<file path="src/design/amsc_pkg.sv">
// Constants and types for the alternate-mode switch control block
package amsc_pkg;
	localparam int CLK_MHZ = 125;
	// Strap pull resistors stay on for this long after reset release
	localparam int STRAP_HOLD_US = 1;
	localparam int STRAP_HOLD_CYC = STRAP_HOLD_US * CLK_MHZ;
	// Straps pass two sync stages before the latch samples them
	localparam int STRAP_LATCH_CYC = 3;
	// High-to-low debounce, inside the 2 to 10 ms window
	localparam int DEBOUNCE_US = 2000;
	localparam int DEBOUNCE_CYC = DEBOUNCE_US * CLK_MHZ;
	localparam int RXDET_MS = 12;
	localparam int RXDET_CYC = RXDET_MS * 1000 * CLK_MHZ;
	localparam int U2_IDLE_US = 100;
	localparam int U2_IDLE_CYC = U2_IDLE_US * CLK_MHZ;
	localparam int U3_IDLE_US = 1000;
	localparam int U3_IDLE_CYC = U3_IDLE_US * CLK_MHZ;
	localparam int CNT_W = 22;
	// Register byte offsets
	localparam logic [7:0] REG_CTRL = 8'h00;
	localparam logic [7:0] REG_LANES = 8'h04;
	localparam logic [7:0] REG_GAIN = 8'h08;
	localparam logic [7:0] REG_STATUS = 8'h0c;
	localparam logic [7:0] REG_STRAPS = 8'h10;
	// Control register fields
	localparam int CTRL_SNOOP_OFF = 0;
	localparam int CTRL_GAIN_OVR = 1;
	localparam int CTRL_MODE_LSB = 2;
	localparam int CTRL_FLIP = 4;
	localparam logic [4:0] CTRL_RST = 5'h04;
	localparam logic [3:0] LANES_RST = 4'hf;
	localparam logic [11:0] GAIN_RST = 12'h000;
	// Sink configuration fields whose writes are watched on the AUX channel
	localparam logic [19:0] DPCD_LANE_COUNT = 20'h00101;
	localparam logic [19:0] DPCD_POWER_STATE = 20'h00600;
	localparam logic [2:0] PWR_D3 = 3'h2;
	localparam logic [4:0] LANE_CNT_RST = 5'h04;
	// Four-level pin codes
	localparam logic [1:0] LVL_0 = 2'h0;
	localparam logic [1:0] LVL_R = 2'h1;
	localparam logic [1:0] LVL_F = 2'h2;
	localparam logic [1:0] LVL_1 = 2'h3;
	typedef enum logic [3:0] {
		MODE_PWRDN = 4'h1,
		MODE_USB = 4'h2,
		MODE_DP4 = 4'h4,
		MODE_USB_DP2 = 4'h8
	} amsc_mode_e;
	typedef enum logic [3:0] {
		ST_U0 = 4'h1,
		ST_U1 = 4'h2,
		ST_U2 = 4'h4,
		ST_U3 = 4'h8
	} amsc_ustate_e;
endpackage

</file>
<file path="src/design/amsc_top.sv">
// Mode, strap, USB link and DisplayPort lane control with APB registers
//
// The APB interface to the registers and the register addresses are this design's own decisions.
`timescale 1ns/100ps
// Notes on behaviour
// Host-bus strap at level 0 selects pin control of mode and orientation.
// Alt-mode pin high enables DP; both select pins low powers down.
// Alt low, mode-select-low high: one USB port, flip per orientation.
// Alt high, mode-select-low low: four DP lanes, flip per orientation.
// Both select pins high: USB port plus two DP lanes, flip per pin.
// After power-up USB-only until a mode-select-low transition is seen.
// Controller pulses mode-select-low low-high-low to leave default USB.
// While LFPS is detected, USB receive equalization is off.
// Without LFPS, equalization uses strap gains or programmed gains.
// Receiver detection repeats; found receiver enables termination, redrive.
// USB U-state inferred from termination, idle and LFPS only.
// In DP modes, watch AUX writes to lane count and power state.
// Active DP lanes follow the snooped lane count value.
// Snooped power state D3 disables all DP lanes.
// Snooping on after reset; register bit off uses lane register.
// Pin mode, snoop-disable strap high: no snooping, all four lanes.
// Each four-level input resolves to 0, R, F or 1.
// Straps latch at internal reset release; pulls isolate after hold.
// Each path takes a 16-step gain from its own pin pair.
// Registers may override the equalization gains.
// Alt-mode and hot-plug falling edges debounced 2 to 10 ms.
// Controller overlaps select pins 4 us when swapping USB and DP4.
// Alt high routes AUX straight or crossed; opens after 2 ms low.
// Register control strap takes mode, flip and lanes from registers.
module amsc_top #(
	parameter int DEBOUNCE_CYC = amsc_pkg::DEBOUNCE_CYC,
	parameter int RXDET_CYC = amsc_pkg::RXDET_CYC,
	parameter int U2_IDLE_CYC = amsc_pkg::U2_IDLE_CYC,
	parameter int U3_IDLE_CYC = amsc_pkg::U3_IDLE_CYC
) (
	// APB slave
	input wire logic pclk,
	input wire logic presetn,
	input wire logic psel,
	input wire logic penable,
	input wire logic pwrite,
	input wire logic [7:0] paddr,
	input wire logic [31:0] pwdata,
	output logic [31:0] prdata,
	output logic pready,
	output logic pslverr,
	// Control pins
	input wire logic alt_mode_select,
	input wire logic mode_select_low,
	input wire logic plug_flip,
	input wire logic hot_plug_input,
	input wire logic snoop_disable_strap,
	// Resolved four-level straps, two bits per pin
	input wire logic [1:0] host_bus_cfg_strap,
	input wire logic [3:0] rx_gain_pins,
	input wire logic [3:0] usb_path_gain_pins,
	input wire logic [3:0] dp_path_gain_pins,
	output logic strap_pull_enable,
	// USB receiver conditions and controls
	input wire logic lfps_detect,
	input wire logic elec_idle,
	input wire logic rx_detect_result,
	output logic rx_detect_start,
	output logic rx_term_enable,
	output logic redrive_ready,
	output logic usb_eq_enable,
	output logic [3:0] usb_up_gain,
	output logic [3:0] usb_dn_gain,
	output logic [3:0] dp_gain,
	output logic [3:0] usb_power_state,
	// AUX write snoop, from decoder logic on pclk
	input wire logic aux_wr_valid,
	input wire logic [19:0] aux_wr_addr,
	input wire logic [7:0] aux_wr_data,
	// Crosspoint controls
	output logic [3:0] switch_mode,
	output logic switch_flip,
	output logic [3:0] dp_lane_enable,
	output logic aux_to_sb_straight,
	output logic aux_to_sb_crossed,
	output logic hot_plug_level
);
	localparam int NSYNC = 22;
	localparam int CW = amsc_pkg::CNT_W;

	logic [NSYNC-1:0] sync_a;
	logic [NSYNC-1:0] sync_b;
	logic alt_s, mode_select_low_s, flip_s, hpd_s, snoop_s, lfps_s, idle_s, rxres_s;
	logic [13:0] straps_s;
	logic [13:0] straps;
	logic [7:0] hold_cnt;
	logic pin_mode;
	logic mode_select_low_q, seen_edge;
	logic [1:0] deb_in;
	logic [1:0] deb_out;
	logic [4:0] ctrl;
	logic [3:0] lanes_reg;
	logic [11:0] gain_reg;
	logic wr_en;
	logic [3:0] next_mode;
	logic next_flip;
	logic dp_mode, usb_mode;
	logic snoop_on;
	logic [4:0] lane_cnt;
	logic d3;
	logic [3:0] next_lanes;
	logic [3:0] cnt_mask;
	logic [CW-1:0] rxdet_cnt;
	logic rx_found;
	logic [CW-1:0] idle_cnt;
	logic [3:0] mode_q;
	logic alt_deb_q;

	// Every pin input crosses two flops before use
	always_ff @(posedge pclk or negedge presetn) begin
		if (!presetn) begin
			sync_a <= '0;
			sync_b <= '0;
		end else begin
			sync_a <= {dp_path_gain_pins, usb_path_gain_pins, rx_gain_pins,
				host_bus_cfg_strap, rx_detect_result, elec_idle, lfps_detect,
				snoop_disable_strap, hot_plug_input, plug_flip,
				mode_select_low, alt_mode_select};
			sync_b <= sync_a;
		end
	end
	assign {straps_s, rxres_s, idle_s, lfps_s, snoop_s, hpd_s, flip_s,
		mode_select_low_s, alt_s} = sync_b;

	// Four-level codes arrive resolved; latched once then held
	always_ff @(posedge pclk or negedge presetn) begin
		if (!presetn) begin
			hold_cnt <= '0;
			straps <= '0;
			strap_pull_enable <= 1'b1;
		end else begin
			if (hold_cnt != 8'(amsc_pkg::STRAP_HOLD_CYC))
				hold_cnt <= hold_cnt + 8'h01;
			if (hold_cnt == 8'(amsc_pkg::STRAP_LATCH_CYC))
				straps <= straps_s;
			if (hold_cnt == 8'(amsc_pkg::STRAP_HOLD_CYC))
				strap_pull_enable <= 1'b0;
		end
	end
	assign pin_mode = straps[1:0] == amsc_pkg::LVL_0;

	// Falling edges wait out the debounce; rising edges act at once
	assign deb_in = {hpd_s, alt_s};
	generate
		for (genvar i = 0; i < 2; i++) begin : g_deb
			logic [CW-1:0] cnt;
			always_ff @(posedge pclk or negedge presetn) begin
				if (!presetn) begin
					cnt <= '0;
					deb_out[i] <= 1'b0;
				end else if (deb_in[i]) begin
					cnt <= '0;
					deb_out[i] <= 1'b1;
				end else if (deb_out[i]) begin
					if (cnt == CW'(DEBOUNCE_CYC - 1))
						deb_out[i] <= 1'b0;
					else
						cnt <= cnt + CW'(1);
				end
			end
		end
	endgenerate

	// Default USB holds until mode_select_low is seen to move
	always_ff @(posedge pclk or negedge presetn) begin
		if (!presetn) begin
			mode_select_low_q <= 1'b0;
			seen_edge <= 1'b0;
		end else begin
			mode_select_low_q <= mode_select_low_s;
			if (hold_cnt == 8'(amsc_pkg::STRAP_HOLD_CYC) && mode_select_low_s != mode_select_low_q)
				seen_edge <= 1'b1;
		end
	end

	// APB registers; single access cycle, no wait states
	assign wr_en = psel && penable && pwrite && pready;
	always_ff @(posedge pclk or negedge presetn) begin
		if (!presetn) begin
			ctrl <= amsc_pkg::CTRL_RST;
			lanes_reg <= amsc_pkg::LANES_RST;
			gain_reg <= amsc_pkg::GAIN_RST;
		end else if (wr_en) begin
			unique case (paddr)
				amsc_pkg::REG_CTRL: ctrl <= pwdata[4:0];
				amsc_pkg::REG_LANES: lanes_reg <= pwdata[3:0];
				amsc_pkg::REG_GAIN: gain_reg <= pwdata[11:0];
				default: ;
			endcase
		end
	end

	always_ff @(posedge pclk or negedge presetn) begin
		if (!presetn) begin
			pready <= 1'b0;
			pslverr <= 1'b0;
			prdata <= '0;
		end else begin
			pready <= psel && !penable;
			pslverr <= 1'b0;
			prdata <= '0;
			if (psel && !penable) begin
				unique case (paddr)
					amsc_pkg::REG_CTRL: prdata <= {27'h0, ctrl};
					amsc_pkg::REG_LANES: prdata <= {28'h0, lanes_reg};
					amsc_pkg::REG_GAIN: prdata <= {20'h0, gain_reg};
					amsc_pkg::REG_STATUS: prdata <= {15'h0, hot_plug_level,
						pin_mode, lfps_s, rx_found, dp_lane_enable,
						usb_power_state, switch_flip, switch_mode};
					amsc_pkg::REG_STRAPS: prdata <= {18'h0, straps};
					default: pslverr <= 1'b1;
				endcase
			end
		end
	end

	// Mode decode from pins or from the control register
	always_comb begin
		next_flip = flip_s;
		if (!pin_mode) begin
			next_flip = ctrl[amsc_pkg::CTRL_FLIP];
			unique case (ctrl[amsc_pkg::CTRL_MODE_LSB +: 2])
				2'h0: next_mode = amsc_pkg::MODE_PWRDN;
				2'h1: next_mode = amsc_pkg::MODE_USB;
				2'h2: next_mode = amsc_pkg::MODE_DP4;
				default: next_mode = amsc_pkg::MODE_USB_DP2;
			endcase
		end else if (!seen_edge) begin
			next_mode = amsc_pkg::MODE_USB;
		end else begin
			unique case ({deb_out[0], mode_select_low_s})
				2'b00: next_mode = amsc_pkg::MODE_PWRDN;
				2'b01: next_mode = amsc_pkg::MODE_USB;
				2'b10: next_mode = amsc_pkg::MODE_DP4;
				default: next_mode = amsc_pkg::MODE_USB_DP2;
			endcase
		end
	end
	assign dp_mode = mode_q[2] || mode_q[3];
	assign usb_mode = mode_q[1] || mode_q[3];

	always_ff @(posedge pclk or negedge presetn) begin
		if (!presetn) begin
			mode_q <= amsc_pkg::MODE_USB;
			switch_mode <= amsc_pkg::MODE_USB;
			switch_flip <= 1'b0;
			hot_plug_level <= 1'b0;
		end else begin
			mode_q <= next_mode;
			switch_mode <= next_mode;
			switch_flip <= next_flip;
			hot_plug_level <= deb_out[1];
		end
	end

	// AUX pair to sideband; opens only after debounced low
	always_ff @(posedge pclk or negedge presetn) begin
		if (!presetn) begin
			alt_deb_q <= 1'b0;
			aux_to_sb_straight <= 1'b0;
			aux_to_sb_crossed <= 1'b0;
		end else begin
			alt_deb_q <= deb_out[0];
			aux_to_sb_straight <= deb_out[0] && !flip_s;
			aux_to_sb_crossed <= deb_out[0] && flip_s;
		end
	end

	// Snoop lane count and power state writes in DP modes
	assign snoop_on = !ctrl[amsc_pkg::CTRL_SNOOP_OFF] &&
		!(pin_mode && snoop_s);
	always_ff @(posedge pclk or negedge presetn) begin
		if (!presetn) begin
			lane_cnt <= amsc_pkg::LANE_CNT_RST;
			d3 <= 1'b0;
		end else if (aux_wr_valid && snoop_on && dp_mode) begin
			if (aux_wr_addr == amsc_pkg::DPCD_LANE_COUNT)
				lane_cnt <= aux_wr_data[4:0];
			if (aux_wr_addr == amsc_pkg::DPCD_POWER_STATE)
				d3 <= aux_wr_data[2:0] == amsc_pkg::PWR_D3;
		end
	end

	always_comb begin
		unique case (lane_cnt)
			5'h01: cnt_mask = 4'h1;
			5'h02: cnt_mask = 4'h3;
			default: cnt_mask = 4'hf;
		endcase
		if (snoop_on)
			next_lanes = d3 ? 4'h0 : cnt_mask;
		else if (pin_mode && snoop_s)
			next_lanes = 4'hf;
		else
			next_lanes = lanes_reg;
		if (mode_q[3])
			next_lanes = next_lanes & 4'h3;
		else if (!mode_q[2])
			next_lanes = 4'h0;
	end

	always_ff @(posedge pclk or negedge presetn) begin
		if (!presetn)
			dp_lane_enable <= 4'h0;
		else
			dp_lane_enable <= next_lanes;
	end

	// Equalization: strap pairs or register override
	always_ff @(posedge pclk or negedge presetn) begin
		if (!presetn) begin
			usb_up_gain <= 4'h0;
			usb_dn_gain <= 4'h0;
			dp_gain <= 4'h0;
			usb_eq_enable <= 1'b0;
		end else begin
			usb_eq_enable <= !lfps_s;
			if (ctrl[amsc_pkg::CTRL_GAIN_OVR]) begin
				usb_up_gain <= gain_reg[3:0];
				usb_dn_gain <= gain_reg[7:4];
				dp_gain <= gain_reg[11:8];
			end else begin
				usb_up_gain <= straps[5:2];
				usb_dn_gain <= straps[9:6];
				dp_gain <= straps[13:10];
			end
		end
	end

	// Receiver detection repeats each interval until a receiver answers
	always_ff @(posedge pclk or negedge presetn) begin
		if (!presetn) begin
			rxdet_cnt <= '0;
			rx_found <= 1'b0;
			rx_detect_start <= 1'b0;
			rx_term_enable <= 1'b0;
			redrive_ready <= 1'b0;
		end else begin
			rx_detect_start <= 1'b0;
			if (!usb_mode) begin
				rx_found <= 1'b0;
				rxdet_cnt <= '0;
			end else if (!rx_found) begin
				if (rxres_s)
					rx_found <= 1'b1;
				if (rxdet_cnt == CW'(RXDET_CYC - 1)) begin
					rxdet_cnt <= '0;
					rx_detect_start <= 1'b1;
				end else begin
					rxdet_cnt <= rxdet_cnt + CW'(1);
				end
			end
			rx_term_enable <= rx_found;
			redrive_ready <= rx_found;
		end
	end

	// Link power state from line conditions, no traffic decode
	always_ff @(posedge pclk or negedge presetn) begin
		if (!presetn) begin
			idle_cnt <= '0;
			usb_power_state <= amsc_pkg::ST_U3;
		end else if (!rx_found) begin
			idle_cnt <= '0;
			usb_power_state <= amsc_pkg::ST_U3;
		end else if (!idle_s) begin
			idle_cnt <= '0;
			usb_power_state <= amsc_pkg::ST_U0;
		end else if (!lfps_s) begin
			if (idle_cnt != CW'(U3_IDLE_CYC))
				idle_cnt <= idle_cnt + CW'(1);
			if (idle_cnt >= CW'(U3_IDLE_CYC))
				usb_power_state <= amsc_pkg::ST_U3;
			else if (idle_cnt >= CW'(U2_IDLE_CYC))
				usb_power_state <= amsc_pkg::ST_U2;
			else
				usb_power_state <= amsc_pkg::ST_U1;
		end
	end

	// Checks
	property p_pwrdn;
		@(posedge pclk) disable iff (!presetn)
		pin_mode && seen_edge && !deb_out[0] && !mode_select_low_s
		|=> switch_mode == amsc_pkg::MODE_PWRDN;
	endproperty
	a_pwrdn: assert property (p_pwrdn) else $error("no power down");
	property p_usb;
		@(posedge pclk) disable iff (!presetn)
		pin_mode && seen_edge && !deb_out[0] && mode_select_low_s
		|=> switch_mode == amsc_pkg::MODE_USB && switch_flip == $past(flip_s);
	endproperty
	a_usb: assert property (p_usb) else $error("usb mode wrong");
	property p_dp4;
		@(posedge pclk) disable iff (!presetn)
		pin_mode && seen_edge && deb_out[0] && !mode_select_low_s
		|=> switch_mode == amsc_pkg::MODE_DP4;
	endproperty
	a_dp4: assert property (p_dp4) else $error("dp4 mode wrong");
	property p_dp2;
		@(posedge pclk) disable iff (!presetn)
		pin_mode && seen_edge && deb_out[0] && mode_select_low_s
		|=> switch_mode == amsc_pkg::MODE_USB_DP2 ##1
		dp_lane_enable[3:2] == 2'b00;
	endproperty
	a_dp2: assert property (p_dp2) else $error("usb dp2 wrong");
	property p_default;
		@(posedge pclk) disable iff (!presetn)
		pin_mode && !seen_edge |=> switch_mode == amsc_pkg::MODE_USB;
	endproperty
	a_default: assert property (p_default) else $error("no usb default");
	property p_lfps;
		@(posedge pclk) disable iff (!presetn)
		lfps_s[*2] |-> !usb_eq_enable;
	endproperty
	a_lfps: assert property (p_lfps) else $error("eq on during lfps");
	property p_d3;
		@(posedge pclk) disable iff (!presetn)
		aux_wr_valid && snoop_on && dp_mode && mode_q == next_mode &&
		aux_wr_addr == amsc_pkg::DPCD_POWER_STATE &&
		aux_wr_data[2:0] == amsc_pkg::PWR_D3 ##1 snoop_on
		|=> dp_lane_enable == 4'h0;
	endproperty
	a_d3: assert property (p_d3) else $error("lanes on in d3");
	property p_strap_snoop;
		@(posedge pclk) disable iff (!presetn)
		pin_mode && snoop_s && mode_q == amsc_pkg::MODE_DP4
		|=> dp_lane_enable == 4'hf;
	endproperty
	a_strap_snoop: assert property (p_strap_snoop) else $error("not 4 lanes");
	property p_aux_open;
		@(posedge pclk) disable iff (!presetn)
		$fell(alt_s) |=> aux_to_sb_straight || aux_to_sb_crossed;
	endproperty
	a_aux_open: assert property (p_aux_open) else $error("early open");
	property p_pull;
		@(posedge pclk) disable iff (!presetn)
		hold_cnt == 8'(amsc_pkg::STRAP_HOLD_CYC) |=> !strap_pull_enable;
	endproperty
	a_pull: assert property (p_pull) else $error("pulls not off");
	c_dp4: cover property (@(posedge pclk) switch_mode == amsc_pkg::MODE_DP4);
	c_d3: cover property (@(posedge pclk) dp_mode && d3);
	c_found: cover property (@(posedge pclk) $rose(rx_found));
	c_open: cover property (@(posedge pclk) $fell(aux_to_sb_straight));
endmodule

</file>
<file path="config.mk">
export PLATFORM = sky130hd
export DESIGN_NAME = amsc_top
export DESIGN_NICKNAME = d
export VERILOG_FILES = /design/src/design/amsc_pkg.sv /design/src/design/amsc_top.sv
export SDC_FILE = /design/constraint.sdc
export NUM_CORES = 1
export LEC_CHECK = 0
export ABC_CLOCK_PERIOD_IN_PS = 2000
export BUFFER_PORTS_ARGS = -buffer_cell sky130_fd_sc_hd__buf_2
export CELL_PAD_IN_SITES_DETAIL_PLACEMENT = 1
export CELL_PAD_IN_SITES_GLOBAL_PLACEMENT = 2
export CORE_AREA = 10 10 188 190
export DETAILED_ROUTE_END_ITERATION = 12
export DIE_AREA = 0 0 198 200
export PLACE_DENSITY_LB_ADDON = 0.1
export SYNTH_ARGS = -nofsm -noshare
export SYNTH_HDL_FRONTEND = slang
export SYNTH_SLANG_ARGS = --single-unit
</file>
<file path="constraint.sdc">
create_clock -name pclk -period 2 [get_ports pclk]
set_input_delay 0.3 -clock pclk [delete_from_list [all_inputs] [get_ports pclk]]
set_output_delay 0.3 -clock pclk [all_outputs]
set_load 0.02 [all_outputs]
</file>
==> flow_summary_export.csv <==
group,metric,value,unit
yosys,ys.warnings.count,0,
sta,worst_pin_slew,0.8762,ns
setup_path,cp.required,2.42,ns
setup_path,arrival,2.39,ns
clock_tree,cts_tree,"done",
layout,fillers,3488,
min_path,hold_path_class,"primary input to flip-flop",
yosys,yosys-top-cells-area,"dfrtp_1, mux2_2, nor2_1, xor2_1, xnor2_1",
yosys,yosysTopAreaCellShare,55.29,%
sta,rsz0062_at_grt,"true",
yosys,ys_seq_elements,237,
yosys,synth_edf_count,0,
place,port_buffers,124,
floorplan,num_rows,65,
place,dp_cells,1494,
layout,area_delta_synth_final,28.79,%
setup_path,crit_path_end_kind,"flip-flop",
global_routing,grt_max_degree,47,
global_routing,gr-usage-all-layers,15.16,%
setup_path,crit_path_cell_trace,"ha_1 > nand3_1 > or4_4 > a2111oi_4 > a31oi_1 > a41o_1",
floorplan,die_w,198,um
global_routing,grt-ovfl-total,0,
sta,fmax,508.0,MHz
floorplan,chipHeight,200,um
place,place.gp.congestion,0.7754,
power_and_ir_drop,power_density,810.4,nW/um2
routing,wl,29810,um
routing,drt_pass1_iterations,4,
sta,hold_viol,0,
power_and_ir_drop,power_leakage,5.984,nW
floorplan,initial_core_util,32.87,%
yosys,netlist_instances,917,
clock_tree,clockBufferDepth,3,
yosys,syn_avg_cell_area,11.25,um2
clock_tree,clock-root-buffer,"clkbuf_16",
setup_path,critical-path-max-stage-delay,0.46,ns
global_routing,antenna_found_initial,3,
clock_tree,cts_inserted_buffers,28,
outcome,status,"completed",
global_routing,first_global_vias,8376,
layout,largest-register,"g_deb.cnt",
floorplan,ioPinCount,163,
setup_path,path_class,"flip-flop to flip-flop",
place,hpwl,21920,um
sta,fin_crit_sh,98.42,%
yosys,async_flop_share,100.0,%
setup_path,critPathLaunchType,"flip-flop",
yosys,synth_flop_cell,"dfrtp_1",
routing,vias,7712,
sta,fin_skew,0.01527,ns
layout,final_cell_mix,"dfrtp_1, buf_2, nor2_1",
floorplan,dieArea,39600,um2
sta,hold_ws,0.02128,ns
setup_path,r2r_setup_slack,0.03,ns
yosys,syn_area,10320,um2
yosys,synth_top_cell_by_area,"dfrtp_1",
sta,setup_viol,0,
clock_tree,clock-sinks,237,
clock_tree,insertion_delay,0.55,ns
clock_tree,htreeDepth,1,
sta,maxSlewViolCount,0,
setup_path,cpMaxStageDelayCell,"or4_4",
run,cap_violations,0,
routing,drc,0,
routing,ant_nets,0,
layout,layout_commonest_cell,"dfrtp_1",
setup_path,worst-path-max-fanout,3,
global_routing,grt_pass1_wl,48190,um
sta,relSlewSlack,41.46,%
routing,routed_via_density,4.872,
sta,fin_crit,1.968,ns
routing,post_drt_wl_per_cell,18.83,um
floorplan,core-area,31390,um2
layout,fin_cells,1583,
layout,largest_reg_flops,44,
routing,drt_iter0_drc,401,
clock_tree,worst_setup_hold_path_clk_slew,0.06,ns
yosys,yosysSeqAreaShare,57.58,%
power_and_ir_drop,ir_worst_vdd,0.6311,mV
yosys,synth_cell_type_count,65,
layout,final_nets,1261,
layout,drive_above_1_share,28.64,%
power_and_ir_drop,total_power,0.01077,W
-- worst paths after layout --
| check | start | endpoint | depth (start not counted) |
|---|---|---|---|
| max | idle_cnt[1]$_DFFE_PN0P_ | idle_cnt[16]$_DFFE_PN0P_ | 6 |
| max reg2reg | idle_cnt[1]$_DFFE_PN0P_ | idle_cnt[16]$_DFFE_PN0P_ | 6 |
| max in group asynchronous | presetn | usb_power_state[3]$_DFFE_PN1P_ | 3 |
| min in group asynchronous | presetn | rxdet_cnt[21]$_DFFE_PN0P_ | 2 |
| min reg2reg | sync_a[14]$_DFF_PN0_ | sync_b[14]$_DFF_PN0_ | 0 |
| min | pwdata[6] | gain_reg[6]$_DFFE_PN0P_ | 2 |
-- cell families after synthesis --
logic type,count (synthesis),synth area share (%)
fa+ha+maj,7,0.8487
simple gates,367,18.46
buf+inv,63,2.958
xor+xnor,70,5.941
compound gates,104,6.887
flops,237,57.58
mux,68,7.287
other cells,1,0.03634
-- routing by layer --
layer  routed length, um  GRT usage [%]  vias up
li1                    -              -     3697
met4                 548          3.075        4
met3                1415          2.863       40
met1               13860          20.63     3853
met5                  17              0        -
met2               13970          24.72      118
-- cell usage after synthesis (2+ instances only) --
master / number
nor3_1: 26
clkbuf_1: 26
dfrtp_1: 228
nand2b_1: 4
a21boi_0: 3
buf_4: 16
nor2b_1: 11
nand4bb_1: 2
o2111ai_1: 2
nand3_1: 35
and4_1: 6
or4bb_1: 2
mux2_2: 57
a41o_1: 2
a21oi_1: 23
mux2i_1: 11
nor2_1: 112
nor4_1: 17
or3_1: 7
and3_1: 13
xor2_1: 42
nand4_1: 31
inv_1: 18
ha_1: 7
o22ai_1: 3
nand3b_1: 6
or4bb_2: 2
and2_1: 10
nand2_1: 64
a31oi_1: 5
a22o_1: 7
o211ai_1: 5
a32oi_1: 3
o21ai_0: 20
a211oi_1: 6
nor4b_1: 6
xnor2_1: 28
a22oi_1: 14
dfstp_2: 9
o31ai_1: 2
or4_1: 2
-- where the power goes --
| group | internal, W | total, W | switching [W] | leakage [nW] |
|---|---|---|---|---|
| Sequential | 0.00490 | 0.00497 | 0.0000748 | 3.06 |
| Combinational | 0.000225 | 0.000542 | 0.000317 | 2.45 |
| Clock | 0.00319 | 0.00526 | 0.00206 | 0.481 |
-- repair_timing --
action                                 in CTS  in global routing
resized for setup                           0                  5
buffers inserted                            0                  2
endpoints found under the hold margin      71                  1
hold buffers                               33                  1
setup endpoints to repair                   0                  4
-- metrics by stage --
| stage | instance area [um2] | worst slack, ns | utilization (%) | TNS (ns) |
|---|---|---|---|---|
| floorplan | 10370 | 0.07055 | - | 0 |
| global placement | 11950 | 0.02362 | 38.06 | 0 |
| detailed placement | 11950 | 0.03682 | 38.06 | 0 |
| CTS | 13240 | 0.01923 | 42.18 | 0 |
| global route | 13290 | -0.1060 | 42.33 | -0.1795 |
| finish | 13290 | 0.03159 | 42.34 | 0 |
-- cell type report --
cell class	instances	area [um2]	area share, %
Timing Repair Buffer	242	1664	12.52
Antenna cell	1	2.502	0.01883
Tap cell	402	503.0	3.784
Clock buffer	39	802.0	6.034
Inverter	18	67.56	0.5083
Multi-Input combinational cell	631	4149	31.22
Sequential cell	237	5942	44.70
Clock inverter	13	161.4	1.214
-- critical path, delay by kind of cell (launching register included) --
kind | cells | cell delay [ns]
and+or+nand+nor | 2 | 0.58
AOI/OAI and AO/OA | 3 | 0.71
DFF | 1 | 0.37
adders and majority gates | 1 | 0.18
Note: power is estimated with default switching activity, not from simulation.
